File: config.mk
export PLATFORM = sky130hd
export DESIGN_NAME = oscal_top
export DESIGN_NICKNAME = d
export VERILOG_FILES = /design/src/hw/oscal_pkg.sv /design/src/hw/oscal_regbus_if.sv /design/src/hw/oscal_top.sv /design/src/hw/oscal_apb_slave.sv /design/src/hw/oscal_ref_sync.sv
export VERILOG_INCLUDE_DIRS = /design/src /design/src/hw
export SDC_FILE = /design/constraint.sdc
export NUM_CORES = 1
export LEC_CHECK = 0
export ABC_AREA = 1
export BUFFER_PORTS_ARGS = -buffer_cell sky130_fd_sc_hd__buf_4
export CAP_MARGIN = 20
export CORE_MARGIN = 2
export CORE_UTILIZATION = 30
export DETAILED_ROUTE_END_ITERATION = 8
export SLEW_MARGIN = 20
export SYNTH_ARGS = -nofsm -noshare
export SYNTH_HDL_FRONTEND = slang
export SYNTH_SLANG_ARGS = --single-unit
File: constraint.sdc
create_clock -name clk -period 2.8 [get_ports clk]
set_input_delay 0.28 -clock clk [delete_from_list [all_inputs] [get_ports clk]]
set_output_delay 0.28 -clock clk [all_outputs]
set_load 0.02 [all_outputs]
File: src/hw/oscal_cfg.svh
// register map, field positions and reset values of the oscillator calibration counter
`ifndef OSCAL_CFG_SVH
`define OSCAL_CFG_SVH

// ----------------------------------------------------------------------------
// register indices (byte address is four times the index)
// ----------------------------------------------------------------------------
`define OSCAL_CTRL_IDX     32'h5000_1600
`define OSCAL_WIN_IDX      32'h5000_1602
`define OSCAL_RESL_IDX     32'h5000_1604
`define OSCAL_RESH_IDX     32'h5000_1606
`define OSCAL_STAT_IDX     32'h5000_1608
`define OSCAL_CLR_IDX      32'h5000_160A
`define OSCAL_EN_IDX       32'h5000_160C

// low twelve byte-address bits that the slave decodes
`define OSCAL_ADDR(i)      (12'((i) << 2))

// ----------------------------------------------------------------------------
// fields
// ----------------------------------------------------------------------------
`define OSCAL_REG_W        16
`define OSCAL_START_BIT    2
`define OSCAL_SEL_MSB      1
`define OSCAL_SEL_LSB      0
`define OSCAL_EVT_W        2
`define OSCAL_EVT_DONE     0
`define OSCAL_EVT_REFUSED  1

// ----------------------------------------------------------------------------
// reset values
// ----------------------------------------------------------------------------
`define OSCAL_SEL_RST      2'h0
`define OSCAL_WIN_RST      16'h0000
`define OSCAL_RES_RST      32'h0000_0000
`define OSCAL_EVT_RST      2'h0

`endif

File: src/hw/oscal_pkg.sv
// types shared by the oscillator calibration counter modules
package oscal_pkg;

  // measurement sequencer states
  typedef enum logic [2:0] {
    OSCAL_IDLE = 3'b001,
    OSCAL_ARM  = 3'b010,
    OSCAL_MEAS = 3'b100
  } oscal_state_type;

  // decoded register select
  typedef enum logic [2:0] {
    OSCAL_REG_CTRL,
    OSCAL_REG_WIN,
    OSCAL_REG_RESL,
    OSCAL_REG_RESH,
    OSCAL_REG_STAT,
    OSCAL_REG_CLR,
    OSCAL_REG_EN,
    OSCAL_REG_NONE
  } oscal_reg_type;

  // reference oscillator codes
  typedef enum logic [1:0] {
    OSCAL_SLOW_RC_OSCILLATOR      = 2'h0,
    OSCAL_FAST_RC_OSCILLATOR      = 2'h1,
    OSCAL_SLOW_CRYSTAL_OSCILLATOR = 2'h2,
    OSCAL_SLOW_RCX_OSCILLATOR     = 2'h3
  } oscal_refsel_type;

endpackage : oscal_pkg

File: src/hw/oscal_regbus_if.sv
// register access strobes between the bus slave and the calibration core
`timescale 1ns/1ps
`default_nettype none

interface oscal_regbus_if;
  oscal_pkg::oscal_reg_type rsel;   // decoded register of the current transfer
  logic                     wr;     // write takes effect this edge
  logic [31:0]              wdata;  // write data
  logic [31:0]              rdata;  // read value of the selected register

  modport slave (output rsel, output wr, output wdata, input rdata);
  modport core  (input rsel, input wr, input wdata, output rdata);
endinterface : oscal_regbus_if

`default_nettype wire

File: src/hw/oscal_top.sv
// oscillator calibration counter: apb registers, sequencer, counters, interrupt
`timescale 1ns/1ps
`default_nettype none
`include "oscal_cfg.svh"

// Operation
// - a one written to the start bit begins a run with the selected oscillator and count.
// - the start bit goes back to zero only when the run is over and the result is valid.
// - the two-bit select picks slow rc (0), fast rc (1), slow crystal (2) or slow rcx (3).
// - the 16-bit window count is loaded into a reference-clocked down-counter; run ends at one.
// - crystal cycles in the window are counted and the low half is read from one register.
// - the high half of the same 32-bit count is read from a second register.
module oscal_top (
  input  wire logic        clk,      // fast crystal clock
  input  wire logic        rst_b,
  input  wire logic        psel,
  input  wire logic        penable,
  input  wire logic        pwrite,
  input  wire logic [31:0] paddr,
  input  wire logic [31:0] pwdata,
  output logic      [31:0] prdata,
  output logic             pready,
  output logic             pslverr,
  input  wire logic [3:0]  ref_osc,  // slow rc, fast rc, slow crystal, slow rcx
  output logic             irq
);
  import oscal_pkg::*;

  // --------------------------------------------------------------------------
  // declarations
  // --------------------------------------------------------------------------
  oscal_regbus_if bus ();

  oscal_state_type          state_q;
  oscal_refsel_type         sel_q;      // software select
  oscal_refsel_type         run_sel_q;  // select held for the run
  logic [`OSCAL_REG_W-1:0]  window_q;
  logic [`OSCAL_REG_W-1:0]  down_q;
  logic [31:0]              xtal_q;
  logic [`OSCAL_EVT_W-1:0]  stat_q;
  logic [`OSCAL_EVT_W-1:0]  en_q;
  logic                     irq_q;
  logic                     ref_rise;
  logic                     busy;
  logic                     wr_ctrl;
  logic                     start_req;
  logic                     start_ok;
  logic                     refused;
  logic                     run_end;
  logic [`OSCAL_EVT_W-1:0]  evt;

  // --------------------------------------------------------------------------
  // sub-blocks
  // --------------------------------------------------------------------------
  // register bus front end; pready is tied high, so every access takes two cycles, setup and access
  oscal_apb_slave u_apb (
    .clk     (clk),
    .rst_b   (rst_b),
    .psel    (psel),
    .penable (penable),
    .pwrite  (pwrite),
    .paddr   (paddr),
    .pwdata  (pwdata),
    .prdata  (prdata),
    .pready  (pready),
    .pslverr (pslverr),
    .bus     (bus.slave)
  );

  // the references pass two flops before the edge finder; the latency is the same
  // at both ends of the window, so it cancels out of the result
  oscal_ref_sync u_ref (
    .clk      (clk),
    .rst_b    (rst_b),
    .ref_osc  (ref_osc),
    .sel      (run_sel_q),
    .ref_rise (ref_rise)
  );

  // --------------------------------------------------------------------------
  // write decode
  // --------------------------------------------------------------------------
  // a start while busy is refused and flagged, it never restarts the run
  assign busy      = (state_q != OSCAL_IDLE);
  assign wr_ctrl   = bus.wr & (bus.rsel == OSCAL_REG_CTRL);
  assign start_req = wr_ctrl & bus.wdata[`OSCAL_START_BIT];
  assign start_ok  = start_req & ~busy;
  assign refused   = start_req & busy;
  assign run_end   = (state_q == OSCAL_MEAS) & ref_rise & (down_q <= 16'h0001);

  // events into the sticky status
  always_comb begin
    evt                      = `OSCAL_EVT_RST;
    evt[`OSCAL_EVT_DONE]     = run_end;
    evt[`OSCAL_EVT_REFUSED]  = refused;
  end

  // --------------------------------------------------------------------------
  // software registers
  // --------------------------------------------------------------------------
  // reference select and window length
  always_ff @(posedge clk or negedge rst_b) begin
    if (!rst_b) begin
      sel_q    <= oscal_refsel_type'(`OSCAL_SEL_RST);
      window_q <= `OSCAL_WIN_RST;
    end else if (bus.wr) begin
      if (bus.rsel == OSCAL_REG_CTRL) begin
        sel_q <= oscal_refsel_type'(bus.wdata[`OSCAL_SEL_MSB:`OSCAL_SEL_LSB]);
      end
      if (bus.rsel == OSCAL_REG_WIN) begin
        window_q <= bus.wdata[`OSCAL_REG_W-1:0];
      end
    end
  end

  // interrupt enable
  always_ff @(posedge clk or negedge rst_b) begin
    if (!rst_b) begin
      en_q <= `OSCAL_EVT_RST;
    end else if (bus.wr & (bus.rsel == OSCAL_REG_EN)) begin
      en_q <= bus.wdata[`OSCAL_EVT_W-1:0];
    end
  end

  // sticky status: write-one-to-clear, a new event wins over its clear
  always_ff @(posedge clk or negedge rst_b) begin
    if (!rst_b) begin
      stat_q <= `OSCAL_EVT_RST;
    end else if (bus.wr & (bus.rsel == OSCAL_REG_CLR)) begin
      stat_q <= (stat_q & ~bus.wdata[`OSCAL_EVT_W-1:0]) | evt;
    end else begin
      stat_q <= stat_q | evt;
    end
  end

  // level interrupt, registered
  always_ff @(posedge clk or negedge rst_b) begin
    if (!rst_b) begin
      irq_q <= 1'h0;
    end else begin
      irq_q <= |(stat_q & en_q);
    end
  end

  assign irq = irq_q;

  // --------------------------------------------------------------------------
  // measurement sequencer
  // --------------------------------------------------------------------------
  // idle -> arm (wait first reference edge) -> measure -> idle
  // counting opens on a reference edge, not on the bus write, so the window
  // always spans whole reference periods and carries no phase error
  always_ff @(posedge clk or negedge rst_b) begin
    if (!rst_b) begin
      state_q <= OSCAL_IDLE;
    end else begin
      unique case (state_q)
        OSCAL_IDLE: begin
          if (start_ok) begin
            state_q <= OSCAL_ARM;
          end
        end
        OSCAL_ARM: begin
          if (ref_rise) begin
            state_q <= OSCAL_MEAS;
          end
        end
        OSCAL_MEAS: begin
          if (run_end) begin
            state_q <= OSCAL_IDLE;
          end
        end
        default: begin
          state_q <= OSCAL_IDLE;
        end
      endcase
    end
  end

  // the select is frozen at start using the value of the same write
  always_ff @(posedge clk or negedge rst_b) begin
    if (!rst_b) begin
      run_sel_q <= oscal_refsel_type'(`OSCAL_SEL_RST);
    end else if (start_ok) begin
      run_sel_q <= oscal_refsel_type'(bus.wdata[`OSCAL_SEL_MSB:`OSCAL_SEL_LSB]);
    end
  end

  // reference-edge down-counter
  // a zero window behaves as a window of one, since the run ends at one or below
  always_ff @(posedge clk or negedge rst_b) begin
    if (!rst_b) begin
      down_q <= `OSCAL_WIN_RST;
    end else if ((state_q == OSCAL_ARM) & ref_rise) begin
      down_q <= window_q;
    end else if ((state_q == OSCAL_MEAS) & ref_rise & ~run_end) begin
      down_q <= down_q - 16'h0001;
    end
  end

  // crystal cycle counter, held after the run as the result
  // it wraps at 32 bits; a window long enough to wrap is a limit for software
  always_ff @(posedge clk or negedge rst_b) begin
    if (!rst_b) begin
      xtal_q <= `OSCAL_RES_RST;
    end else if (start_ok) begin
      xtal_q <= `OSCAL_RES_RST;
    end else if (state_q == OSCAL_MEAS) begin
      xtal_q <= xtal_q + 32'h0000_0001;
    end
  end

  // --------------------------------------------------------------------------
  // read mux
  // --------------------------------------------------------------------------
  // results read live during a run; they settle once the start bit reads zero
  always_comb begin
    bus.rdata = 32'h0000_0000;
    unique case (bus.rsel)
      OSCAL_REG_CTRL: begin
        bus.rdata[`OSCAL_START_BIT]              = busy;
        bus.rdata[`OSCAL_SEL_MSB:`OSCAL_SEL_LSB] = sel_q;
      end
      OSCAL_REG_WIN:  bus.rdata[`OSCAL_REG_W-1:0] = window_q;
      OSCAL_REG_RESL: bus.rdata[15:0]             = xtal_q[15:0];
      OSCAL_REG_RESH: bus.rdata[15:0]             = xtal_q[31:16];
      OSCAL_REG_STAT: bus.rdata[`OSCAL_EVT_W-1:0] = stat_q;
      OSCAL_REG_EN:   bus.rdata[`OSCAL_EVT_W-1:0] = en_q;
      OSCAL_REG_CLR:  bus.rdata = 32'h0000_0000;
      OSCAL_REG_NONE: bus.rdata = 32'h0000_0000;
    endcase
  end
endmodule : oscal_top

`default_nettype wire

File: src/hw/oscal_apb_slave.sv
// apb slave front end of the oscillator calibration counter
`timescale 1ns/1ps
`default_nettype none
`include "oscal_cfg.svh"

module oscal_apb_slave (
  input  wire logic        clk,
  input  wire logic        rst_b,
  input  wire logic        psel,
  input  wire logic        penable,
  input  wire logic        pwrite,
  input  wire logic [31:0] paddr,
  input  wire logic [31:0] pwdata,
  output logic      [31:0] prdata,
  output logic             pready,
  output logic             pslverr,
  oscal_regbus_if.slave    bus
);
  import oscal_pkg::*;

  logic [31:0] prdata_q;

  // map the low address bits onto a register
  function automatic oscal_reg_type decode_addr(input logic [11:0] a);
    unique case (a)
      `OSCAL_ADDR(`OSCAL_CTRL_IDX): decode_addr = OSCAL_REG_CTRL;
      `OSCAL_ADDR(`OSCAL_WIN_IDX):  decode_addr = OSCAL_REG_WIN;
      `OSCAL_ADDR(`OSCAL_RESL_IDX): decode_addr = OSCAL_REG_RESL;
      `OSCAL_ADDR(`OSCAL_RESH_IDX): decode_addr = OSCAL_REG_RESH;
      `OSCAL_ADDR(`OSCAL_STAT_IDX): decode_addr = OSCAL_REG_STAT;
      `OSCAL_ADDR(`OSCAL_CLR_IDX):  decode_addr = OSCAL_REG_CLR;
      `OSCAL_ADDR(`OSCAL_EN_IDX):   decode_addr = OSCAL_REG_EN;
      default:                      decode_addr = OSCAL_REG_NONE;
    endcase
  endfunction : decode_addr

  // decode and strobes; writes land on the access edge, no wait states
  assign bus.rsel  = decode_addr(paddr[11:0]);
  assign bus.wr    = psel & penable & pwrite & (bus.rsel != OSCAL_REG_NONE);
  assign bus.wdata = pwdata;
  assign pready    = 1'h1;
  assign pslverr   = psel & penable & (bus.rsel == OSCAL_REG_NONE);
  assign prdata    = prdata_q;

  // read data is captured in the setup cycle so it comes from a flop
  always_ff @(posedge clk or negedge rst_b) begin
    if (!rst_b) begin
      prdata_q <= 32'h0000_0000;
    end else if (psel & ~penable & ~pwrite) begin
      prdata_q <= bus.rdata;
    end
  end

endmodule : oscal_apb_slave

`default_nettype wire

File: src/hw/oscal_ref_sync.sv
// synchroniser and rising-edge finder for the four reference oscillators
`timescale 1ns/1ps
`default_nettype none

module oscal_ref_sync (
  input  wire logic                    clk,
  input  wire logic                    rst_b,
  input  wire logic [3:0]              ref_osc,
  input  wire oscal_pkg::oscal_refsel_type sel,
  output logic                         ref_rise
);
  import oscal_pkg::*;

  logic [3:0] meta_q;
  logic [3:0] sync_q;
  logic [3:0] last_q;

  // two flops per oscillator, then one more for the edge
  always_ff @(posedge clk or negedge rst_b) begin
    if (!rst_b) begin
      meta_q <= 4'h0;
      sync_q <= 4'h0;
      last_q <= 4'h0;
    end else begin
      meta_q <= ref_osc;
      sync_q <= meta_q;
      last_q <= sync_q;
    end
  end

  // edges are found per channel so a select change makes no false edge
  assign ref_rise = sync_q[sel] & ~last_q[sel];

endmodule : oscal_ref_sync

`default_nettype wire

==> results.md, run 1 <==
* Mean Syn Cell Area at 7.11 µm²
* Reg clk slew, reported paths at 0.07 ns
* Seq. cell area at 2600 µm²
* Prevailing post-synth register cell: dfrtp_1
* Worst Tran Pin Value at 0.638 ns
* Share of flip-flops with an asynchronous set or reset at 100%
* Die width at 149 µm
* Post-layout net count at 1016
* Outcome: completed
* Max Buffers Root-to-Sink at 2
* Met3 GRT Util at 3.00%
* Top post-synthesis cells by area: dfrtp_1 (41%), nand2_1 (15%), nand3_1 (7.3%)
* Placed Instance Area at 6930 µm²
* P_sw at 0.722 mW
* Syn Inst Count at 888
* Post-layout util at 34.7%
* Synth area leader: dfrtp_1
* Distinct cells, synth at 39
* Vias at 5511
* Max-cap violations at 0
* Top Usage Layer GRT: met2
* Endpoint type of the worst setup path: flip-flop
* Layout area overhead at 14.3%
* M1 GR Usage at 21.4%
* Setup TNS at 0 ns
* Die Y-Extent at 149 µm
* Hpwl dp at 12.3 mm
* Register area share after synthesis at 41.2%
* Critical Path RT at 3.10 ns
* Via-to-Cell Ratio at 4.52
* TritonCTS clock tree: done
* Root Buffer: clkbuf_16
* Tmin final at 2.02 ns
* Cell Area, Synth at 6310 µm²
* CTS Buf Count at 9
* Synth top cells by count: nand2_1 (259), inv_1 (110), nor2_1 (108)
* Tot GR Track Use at 15.7%
* Clk_skew at 0.00955 ns
* Slew Limit Fails at 0
* Yosys warnings at 0
* Hold_ws at 0.0218 ns
* DRT Pass-1 Iters at 4
* Final period util at 72.2%
* Critical Path AT at 2.32 ns
* Starting Density at 30.3%
* Setup ws final at 0.779 ns
* RePlAce Congestion at 0.900
* Worst Setup Path Type: reg2reg
* Final WL at 16.5 mm
* Vias in the first global route at 5425
* IO buf count at 54
* Most frequent cell after synthesis: nand2_1
* Slew HR at 57.3%
* Clock latency on the worst-skew pair at 0.37 ns
* Final setup vio count at 0
* RSZ-0062 raised after global routing: false
* Fmax at 495 MHz
* Avg WL per Cell at 13.5 µm
* Top cell type's share of synthesized area at 40.8%
* Clk pwr share at 42.6%
* Dpl ws at 0.695 ns
* First-pass GRT wire length at 27.5 mm
* Die ar. at 22200 µm²
* Initial DRC count at 386
* Met2 Use GR at 25.7%
* Hold Vio Cnt, Final at 0
* Int Pwr at 2.18 mW
* Power per Cell Area at 402 nW/µm²
* Static Leak at 3.62 nW
* Reg power frac at 52.2%
* Flops & latches, synth at 104
* Antenna Cells at 0
* Largest net degree at the start of global routing at 39
* Layout cells sized above 1 at 13.9%
* Sw Ratio at 24.9%
* DR DRC count at 0
* Critical-path maximum fanout at 14
* Total core area at 20800 µm²
* HP Class: in2reg
* Peak supply drop at 0.249 mV
* Multi-input logic area at 3030 µm²
* Fin area at 7220 µm²
* Congestion Overflow GR at 0
* Io pins at 108
* # rows at 53
* Initial antenna violation count at 0
* Antenna-violating nets left at 0
* Comb power frac at 5.2%
* H-tree levels at 3
* Critical path launch point type: flip-flop
* Clock Sinks at 104
* Post_cts resized at 0
* Number of fill cells at 2200
* Post-synth EDFFs at 0
-- critical path: stages, from the launching register on --
cell,delay (ns)
dfrtp_1,0.37
inv_1,0.09
ha_1,0.24
o21ai_0,0.18
nor2_1,0.07
nand2_1,0.15
nand3_2,0.30
inv_2,0.33
o21ai_0,0.13
nand3_1,0.09
-- registers in the layout, summed over array words and instances (netlist names) --
| name | flops |
|---|---|
| u_apb.prdata | 16 |
| en_q | 2 |
| window_q | 16 |
| down_q | 16 |
| u_ref.sync_q | 4 |
| irq | 1 |
| xtal_q | 32 |
| state_q | 3 |
| u_ref.last_q | 4 |
| stat_q | 2 |
| sel_q | 2 |
| u_ref.meta_q | 4 |
| run_sel_q | 2 |
-- through the flow --
step                      std cells  power [mW]
after floorplan                 903        1.62
after global placement         1203        1.70
after detailed placement       1203        1.70
after CTS                      1220        2.94
after global routing           1220        3.03
final                          1220        2.90
-- worst paths after layout --
check,start,endpoint,slack (ns),depth (start not counted)
setup / recovery,down_q[0],down_q[7],0.78,9
hold / removal,ref_osc[3],u_ref.meta_q[3],0.02,1
setup reg to reg,down_q[0],down_q[7],0.78,9
hold reg to reg,u_ref.meta_q[1],u_ref.sync_q[1],0.35,0
max in group asynchronous,rst_b,window_q[10],1.79,3
min in group asynchronous,rst_b,en_q[0],0.38,2
-- cell families after synthesis --
group	synth area share [%]
buffers and inverters	11.7
AO/OA/AOI/OAI	5.97
AND/OR/NAND/NOR	38.1
other	0.119
flip-flops	41.2
XOR/XNOR	2.36
adder cells (fa/ha/maj)	0.595
-- cell type report --
cell class                      instances  share of cell area, %
Timing Repair Buffer                   66                   7.07
Sequential cell                       104                   36.1
Tap cell                              275                   4.77
Clock inverter                          6                  0.728
Inverter                              118                   6.14
Multi-Input combinational cell        641                   42.0
Clock buffer                           10                   3.17
-- what timing repair did --
item | 4_1_cts | 5_1_grt
hold buffers | 1 | 0
hold endpoints to repair | 27 | 0
setup buffers | 0 | 0
-- cells in the final DEF (no fill, tap or decap), types with 2 or more instances in the layout --
| cell | Yosys | final |
|---|---|---|
| nand3b_1 | 4 | 4 |
| nand2_4 | 2 | 2 |
| inv_1 | 110 | 110 |
| nor3_2 | 1 | 2 |
| a21oi_1 | 6 | 6 |
| clkinv_4 | 0 | 2 |
| clkbuf_16 | 0 | 9 |
| xor2_1 | 14 | 14 |
| nand3_2 | 2 | 2 |
| dfrtp_1 | 103 | 103 |
| conb_1 | 2 | 17 |
| nand2_2 | 8 | 8 |
| nor2_1 | 108 | 108 |
| xnor2_1 | 3 | 3 |
| nand3_4 | 2 | 2 |
| nor2_2 | 10 | 10 |
| nor3_1 | 14 | 13 |
| nor2_4 | 9 | 9 |
| nand3_1 | 92 | 92 |
| nand2_1 | 259 | 259 |
| nand4_1 | 19 | 19 |
| buf_4 | 18 | 64 |
| o21bai_1 | 3 | 3 |
| inv_8 | 0 | 2 |
| o21ai_0 | 31 | 31 |
| o21ai_2 | 4 | 4 |
| inv_2 | 8 | 8 |
| o21ai_1 | 22 | 22 |
| ha_1 | 3 | 3 |
-- power by group through the flow --
| stage | Sequential, mW | Clock (mW) | Combinational [mW] |
|---|---|---|---|
| floorplan | 1.54 | 0 | 0.0763 |
| finish | 1.51 | 1.24 | 0.152 |
| global placement | 1.54 | 0 | 0.153 |
| CTS | 1.51 | 1.27 | 0.156 |
| detailed placement | 1.54 | 0 | 0.155 |
| global route | 1.51 | 1.34 | 0.170 |
-- per-layer routing --
| layer | wire [µm] | part of all wire, % |
|---|---|---|
| met1 | 7850 | 48 |
| met2 | 7770 | 47 |
| met3 | 695 | 4.2 |
| met4 | 199 | 1.2 |
| met5 | 0 | 0 |
(Power assumes the default switching activity.)
==> inputs of run 2 (changes only) <==
ABC_AREA = 0   (was 1)
clock period = 1.8 ns   (was 2.8 ns; I/O delays follow)
==> run 2 against run 1 <==
Effect of this change:
- the run now ends with setup timing left
- register-to-register slack got worse by 1.3 ns
- sequential power increased by 56%
- non-clock buffer count increased by 65
- sequential share of layout area increased by 1.8 points
- synthesized area decreased by 18%
- core utilization increased by 5.5 points
==> results.md, run 2 <==
* R2R depth at 5 (-4)
* Clk pwr share at 46.4% (+3.8 points)
* Mean Syn Cell Area at 10.5 µm² (+47%)
* Max stage delay on crit path at 0.54 ns (+0.17 ns)
* Clock Sinks at 104 (unchanged)
* Fmax at 423 MHz (-15%)
* TritonCTS clock tree: done
* Antenna Cells at 0 (unchanged)
* CTS Buf Count at 9 (unchanged)
* Static Leak at 3.13 nW (-14%)
* Slew Limit Fails at 0 (unchanged)
* Most frequent cells in the layout: buf_4 (119), dfrtp_1 (103), nor2_1 (48), nand2_1 (35), xor2_1 (22)
* Hold_ws at 0.0583 ns (+0.0366 ns)
* Synth area leader: dfrtp_1
* IO buf count at 54 (unchanged)
* Distinct cells, synth at 57 (+46%)
* P_sw at 1.02 mW (+41%)
* Worst Setup Path Type: reg2reg
* Tmin final at 2.37 ns (+0.346 ns)
* Setup TNS at -8.31 ns (-8.31 ns)
* Critical path launch point type: flip-flop
* Critical Path Stages at 5 (-4)
* Worst path top cell family by delay: simple AND/OR/NAND/NOR gates
* First-pass GRT wire length at 21.5 mm (-22%)
* Initial antenna violation count at 0 (unchanged)
* R2R Path Start: down_q[7]
* Die ar. at 18400 µm² (-17%)
* Layout cells sized above 1 at 32.5% (+19 points)
* Endpoint type of the worst setup path: flip-flop
* RSZ-0062 raised after global routing: true
* Io pins at 108 (unchanged)
* DR DRC count at 0 (unchanged)
* Root Buffer: clkbuf_16
* Antenna-violating nets left at 0 (unchanged)
* Syn Inst Count at 498 (-44%)
* Congestion Overflow GR at 0 (unchanged)
* Vias at 4184 (-24%)
* Top cell type's share of synthesized area at 49.5% (+8.7 points)
* Reg clk slew, reported paths at 0.07 ns (about the same)
* Fin area at 6870 µm² (-4.9%)
* Largest net degree at the start of global routing at 51 (+31%)
* Setup ws final at -0.567 ns (-1.35 ns)
* CP dominant cell by count: or4_4
* # rows at 48 (-9.4%)
* Int Pwr at 3.86 mW (+77%)
* Seq. cell area at 2600 µm² (unchanged)
* Avg WL per Cell at 15.3 µm (+13%)
* Prevailing post-synth register cell: dfrtp_1
* Synth top cells by count: dfrtp_1 (103), nor2_1 (51), nand2_1 (35)
* DRT Pass-1 Iters at 5 (+1)
* Peak supply drop at 0.454 mV (+82%)
* Layout area overhead at 31.9%
* Comb power frac at 5.2% (about the same)
* HP Class: in2reg
* Dpl ws at -0.600 ns (-1.29 ns)
* Critical path's slowest cell: or4_4
* Share of flip-flops with an asynchronous set or reset at 100% (unchanged)
* Worst-path cell chain: or4_4 -> or4_4 -> or2_4 -> or4_1 -> nand3_1
* Final WL at 12.9 mm (-22%)
* Max Buffers Root-to-Sink at 2 (unchanged)
* RR Endpoint: down_q[15]
* Final period util at 131% (+59 points)
* Final setup vio count at 19 (+19)
* Reg2reg setup slack at -0.57 ns (-1.35 ns)
* Clk_skew at 0.00547 ns (-0.00408 ns)
* Die Y-Extent at 136 µm (-9.0%)
* Critical Path AT at 2.65 ns (+0.33 ns)
* Max-cap violations at 0 (unchanged)
* Power per Cell Area at 710 nW/µm² (+77%)
* Cell Area, Synth at 5200 µm² (-18%)
* Critical Path RT at 2.09 ns (-1.01 ns)
* Crit path from: down_q[7]
* Most common cell after layout, fill and taps aside: buf_4
* Most frequent cell after synthesis: dfrtp_1
* Post-synth EDFFs at 0 (unchanged)
* Flops & latches, synth at 104 (unchanged)
* Number of fill cells at 1677 (-24%)
* Post-layout util at 40.1% (+5.5 points)
* Starting Density at 30.4% (+0.088 points)
* Multi-input logic area at 2530 µm² (-16%)
* Via-to-Cell Ratio at 4.96 (+9.9%)
* Hpwl dp at 9.53 mm (-22%)
* Initial DRC count at 268 (-31%)
* Tot GR Track Use at 14.8% (-0.87 points)
* Vias in the first global route at 4148 (-24%)
* Register area share after synthesis at 50.0% (+8.8 points)
* Top post-synthesis cells by area: dfrtp_1 (50%), mux2_2 (4.3%), xor2_1 (3.7%)
* Most flops, register: xtal_q
* Outcome: finished with violations
* Total core area at 17100 µm² (-18%)
* H-tree levels at 3 (unchanged)
* Reg power frac at 48.4% (-3.8 points)
* Max reg flops at 32 (unchanged)
* Critical-path maximum fanout at 4 (-10)
* RePlAce Congestion at 0.840 (-6.6%)
* Die width at 136 µm (-9.0%)
* Setup crit end: down_q[15]
* Sw Ratio at 20.9% (-4.0 points)
* Clock latency on the worst-skew pair at 0.35 ns (-0.02 ns)
* Yosys warnings at 0 (unchanged)
* Post-layout net count at 689 (-32%)
* WP buf/inv at 0 (-2)
* Placed Instance Area at 6310 µm² (-8.9%)
* Failing checks: setup timing
* Hold Vio Cnt, Final at 0 (unchanged)
## run 2: through the flow
step                instances  power (mW)
finish                    843        4.87
global route              843        5.05
global placement          819        2.65
floorplan                 513        2.52
detailed placement        819        2.65
CTS                       841        4.94
## run 2: cells by family after synthesis
logic type                 count (synthesis)  synth area share, %
muxes                                     41                 9.09
other                                      2                0.144
xor gates and xnor gates                  30                 5.05
buffers and inverters                     51                 5.41
AOI/OAI and AO/OA                         76                 10.3
and+or+nand+nor                          191                 19.3
DFF                                      104                 50.0
adders and majority gates                  3                0.721
## run 2: layout make-up
type	count	area share, %
timing repair buffer	131	15.5
multi-input combinational	358	36.9
clock buffer	11	3.53
sequential	104	37.9
clock inverter	5	1.51
tap	225	4.10
inverter	9	0.492
## run 2: worst min-delay path by stage
stage / from / endpoint / slack, ns / depth (start not counted)
3_5_place_dp: rst_b / u_ref.meta_q[0] / 0.15 / 1
6_report: pwdata[11] / window_q[11] / 0.06 / 2
5_1_grt: pwdata[14] / window_q[14] / 0.05 / 2
2_1_floorplan: rst_b / down_q[0] / -0.12 / 0
4_1_cts: pwdata[8] / window_q[8] / 0.05 / 2
3_3_place_gp: rst_b / u_ref.meta_q[0] / 0.14 / 1
## run 2: power by group through the flow
stage / Clock (mW) / Combinational (mW) / Sequential (mW)
after floorplan: 0 / 0.121 / 2.40
after CTS: 2.33 / 0.257 / 2.36
after global routing: 2.41 / 0.281 / 2.36
after global placement: 0 / 0.244 / 2.40
after detailed placement: 0 / 0.248 / 2.40
final: 2.26 / 0.254 / 2.36
## run 2: metal layers
layer	part of all wire [%]	GRT usage, %	wire [µm]	vias up
met3	2.9	3.44	372	13
met5	0	0	0	-
met1	45	18.9	5870	2108
met2	51	25.3	6540	69
met4	1.2	3.70	155	0
li1	-	-	-	1994
## run 2: repair_timing
item	CTS	global route
gates resized for setup	11	20
endpoints found under the hold margin	32	0
setup endpoints to repair	21	32
buffers inserted	1	2
hold buffers	5	0
pin swaps	2	7
cloned	0	0
==> inputs of run 3 (changes only) <==
==> constraint.sdc (replaced) <==
create_clock -name clk -period 2.1 [get_ports clk]
set_input_delay 0.42 -clock clk [delete_from_list [all_inputs] [get_ports clk]]
set_output_delay 0.42 -clock clk [all_outputs]
set_load 0.02 [all_outputs]
==> run 3 against run 2 <==
Effect of this change:
- clock skew increased by 0.0015 ns
- sequential share of layout area increased by 1.6 points
- global-route usage decreased by 0.46 points
- clock-buffer cell count increased by 2
- clock power decreased by 24%
- first-iteration DRC count decreased by 33%
- flip-flop and latch count unchanged
- power decreased by 19%
- worst hold slack got worse by 0.030 ns
- critical path depth increased by 1
- worst setup slack improved by 0.30 ns
- final cell count decreased by 2.8%
- the run still ends with setup timing left
==> results.md, run 3 (synthesized netlist as in run 2, its figures left out) <==
* Die ar. at 18400 µm² (unchanged)
* Clock latency on the worst-skew pair at 0.36 ns (about the same)
* Total core area at 17100 µm² (unchanged)
* Initial antenna violation count at 0 (unchanged)
* Vias in the first global route at 4080 (-1.6%)
* Max-cap violations at 0 (unchanged)
* Peak supply drop at 0.387 mV (-15%)
* Post-layout util at 38.5% (-1.6 points)
* First-pass GRT wire length at 20.8 mm (-3.0%)
* # rows at 48 (unchanged)
* Endpoint type of the worst setup path: flip-flop
* TritonCTS clock tree: done
* HP Class: in2async
* Power per Cell Area at 597 nW/µm² (-16%)
* Clk pwr share at 43.5% (-2.9 points)
* Hold Vio Cnt, Final at 0 (unchanged)
* Clock Sinks at 104 (unchanged)
* Worst Setup Path Type: reg2reg
* Setup ws final at -0.264 ns (+0.303 ns)
* Total power at 3.94 mW (-19%)
* Hpwl dp at 9.28 mm (-2.6%)
* P_sw at 0.854 mW (-16%)
* Die Y-Extent at 136 µm (unchanged)
* Die width at 136 µm (unchanged)
* Critical path launch point type: flip-flop
* Reg power frac at 51.4% (+3.0 points)
* Layout cells sized above 1 at 29.3% (-3.2 points)
* Root Buffer: clkbuf_16
* Tot GR Track Use at 14.3% (-0.46 points)
* Static Leak at 3.00 nW (-4.1%)
* Reg2reg setup slack at -0.26 ns (+0.30 ns)
* Failing checks: setup timing
* Largest net degree at the start of global routing at 41 (-20%)
* Setup TNS at -3.29 ns (+5.01 ns)
* Initial DRC count at 179 (-33%)
* RePlAce Congestion at 0.860 (+2.4%)
* Congestion Overflow GR at 0 (unchanged)
* Post-layout net count at 665 (-3.5%)
* Max reg flops at 32 (unchanged)
* Sw Ratio at 21.7% (+0.79 points)
* Critical-path maximum fanout at 9 (+5)
* Most common cell after layout, fill and taps aside: dfrtp_1
* Tmin final at 2.36 ns (-0.00307 ns)
* Outcome: finished with violations
* Layout area overhead at 26.6%
* Reg clk slew, reported paths at 0.07 ns (about the same)
* Max Buffers Root-to-Sink at 2 (unchanged)
* Vias at 4141 (-1.0%)
* Clk_skew at 0.00701 ns (+0.00154 ns)
* H-tree levels at 3 (unchanged)
* DR DRC count at 0 (unchanged)
* Final period util at 113% (-19 points)
* Starting Density at 30.4% (unchanged)
* Critical Path AT at 2.61 ns (-0.04 ns)
* Antenna-violating nets left at 0 (unchanged)
* DRT Pass-1 Iters at 4 (-1)
* Final WL at 12.9 mm (-0.31%)
* Most frequent cells in the layout: dfrtp_1 (103), buf_4 (99), nor2_1 (50), nand2_1 (35), xor2_1 (22)
* RSZ-0062 raised after global routing: true
* Most flops, register: xtal_q
* Number of fill cells at 1674 (-0.18%)
* Fmax at 423 MHz (+0.13%)
* CTS Buf Count at 9 (unchanged)
* Int Pwr at 3.08 mW (-20%)
* Io pins at 108 (unchanged)
* Via-to-Cell Ratio at 5.06 (+1.9%)
* Final setup vio count at 16 (-3)
* IO buf count at 54 (unchanged)
* Avg WL per Cell at 15.7 µm (+2.6%)
* Comb power frac at 5.1% (about the same)
* Slew Limit Fails at 0 (unchanged)
* Antenna Cells at 0 (unchanged)
* Critical Path RT at 2.34 ns (+0.25 ns)
run 3: cell types whose count changed in the layout (fill, tap and decap cells not counted), moves of 3 or more:
cell	change
buf_4	-20
or4_4	+3
o311ai_1	+3
dlygate4sd3_1	-5
run 3: what timing repair did:
action / 4_1_cts / 5_1_grt
endpoints found under the setup margin: 17 / 17
gates cloned: 0 / 2
setup buffers: 0 / 3
gates resized for setup: 8 / 17
pin swaps: 1 / 4
hold buffers: 0 / 0
run 3: worst paths after layout:
check / cells after the start / end / start
max reg2reg: 6 / down_q[3] / down_q[12]
min in group clk: 1 / u_ref.meta_q[3] / ref_osc[3]
min reg2reg: 0 / u_ref.sync_q[1] / u_ref.meta_q[1]
min: 1 / u_ref.sync_q[3] / rst_b
max in group asynchronous: 2 / state_q[0] / rst_b
max: 6 / down_q[3] / down_q[12]
run 3: area by class of cell:
| class | instances | area, µm² | area share, % |
|---|---|---|---|
| Clock buffer | 13 | 260 | 3.95 |
| Clock inverter | 3 | 40.0 | 0.607 |
| Inverter | 9 | 33.8 | 0.513 |
| Multi-Input combinational cell | 358 | 2470 | 37.4 |
| Sequential cell | 104 | 2600 | 39.5 |
| Tap cell | 225 | 282 | 4.27 |
| Timing Repair Buffer | 107 | 905 | 13.7 |
run 3: metal layers:
metal	up-vias	GRT usage [%]	wire length, µm
met5	-	0	0
met2	87	23.4	6410
li1	1950	-	-
met4	0	6.54	298
met1	2082	18.4	5720
met3	22	2.84	457
run 3: metrics by stage:
stage                     instances  hold WS (ns)  setup WS, ns  area, µm²
after global routing            819        0.0640        -0.314       6590
after floorplan                 513         0.124        -0.227       5270
final                           819        0.0284        -0.264       6590
after global placement          798         0.338        -0.269       6140
after detailed placement        798         0.335        -0.298       6140
after CTS                       814        0.0332        -0.235       6460
run 3: power by group through the flow:
stage               Clock [mW]  Sequential (mW)  Combinational [mW]
floorplan                    0             2.06               0.103
global placement             0             2.06               0.200
detailed placement           0             2.06               0.204
CTS                       1.76             2.02               0.204
global route              1.83             2.02               0.222
finish                    1.71             2.02               0.202
run 3: worst max-delay path, stage by stage (launching register included):
cell	delay (ns)
dfrtp_1	0.38
or4_1	0.51
or4_4	0.55
o211ai_4	0.27
buf_12	0.18
mux2i_1	0.08
a221o_1	0.29
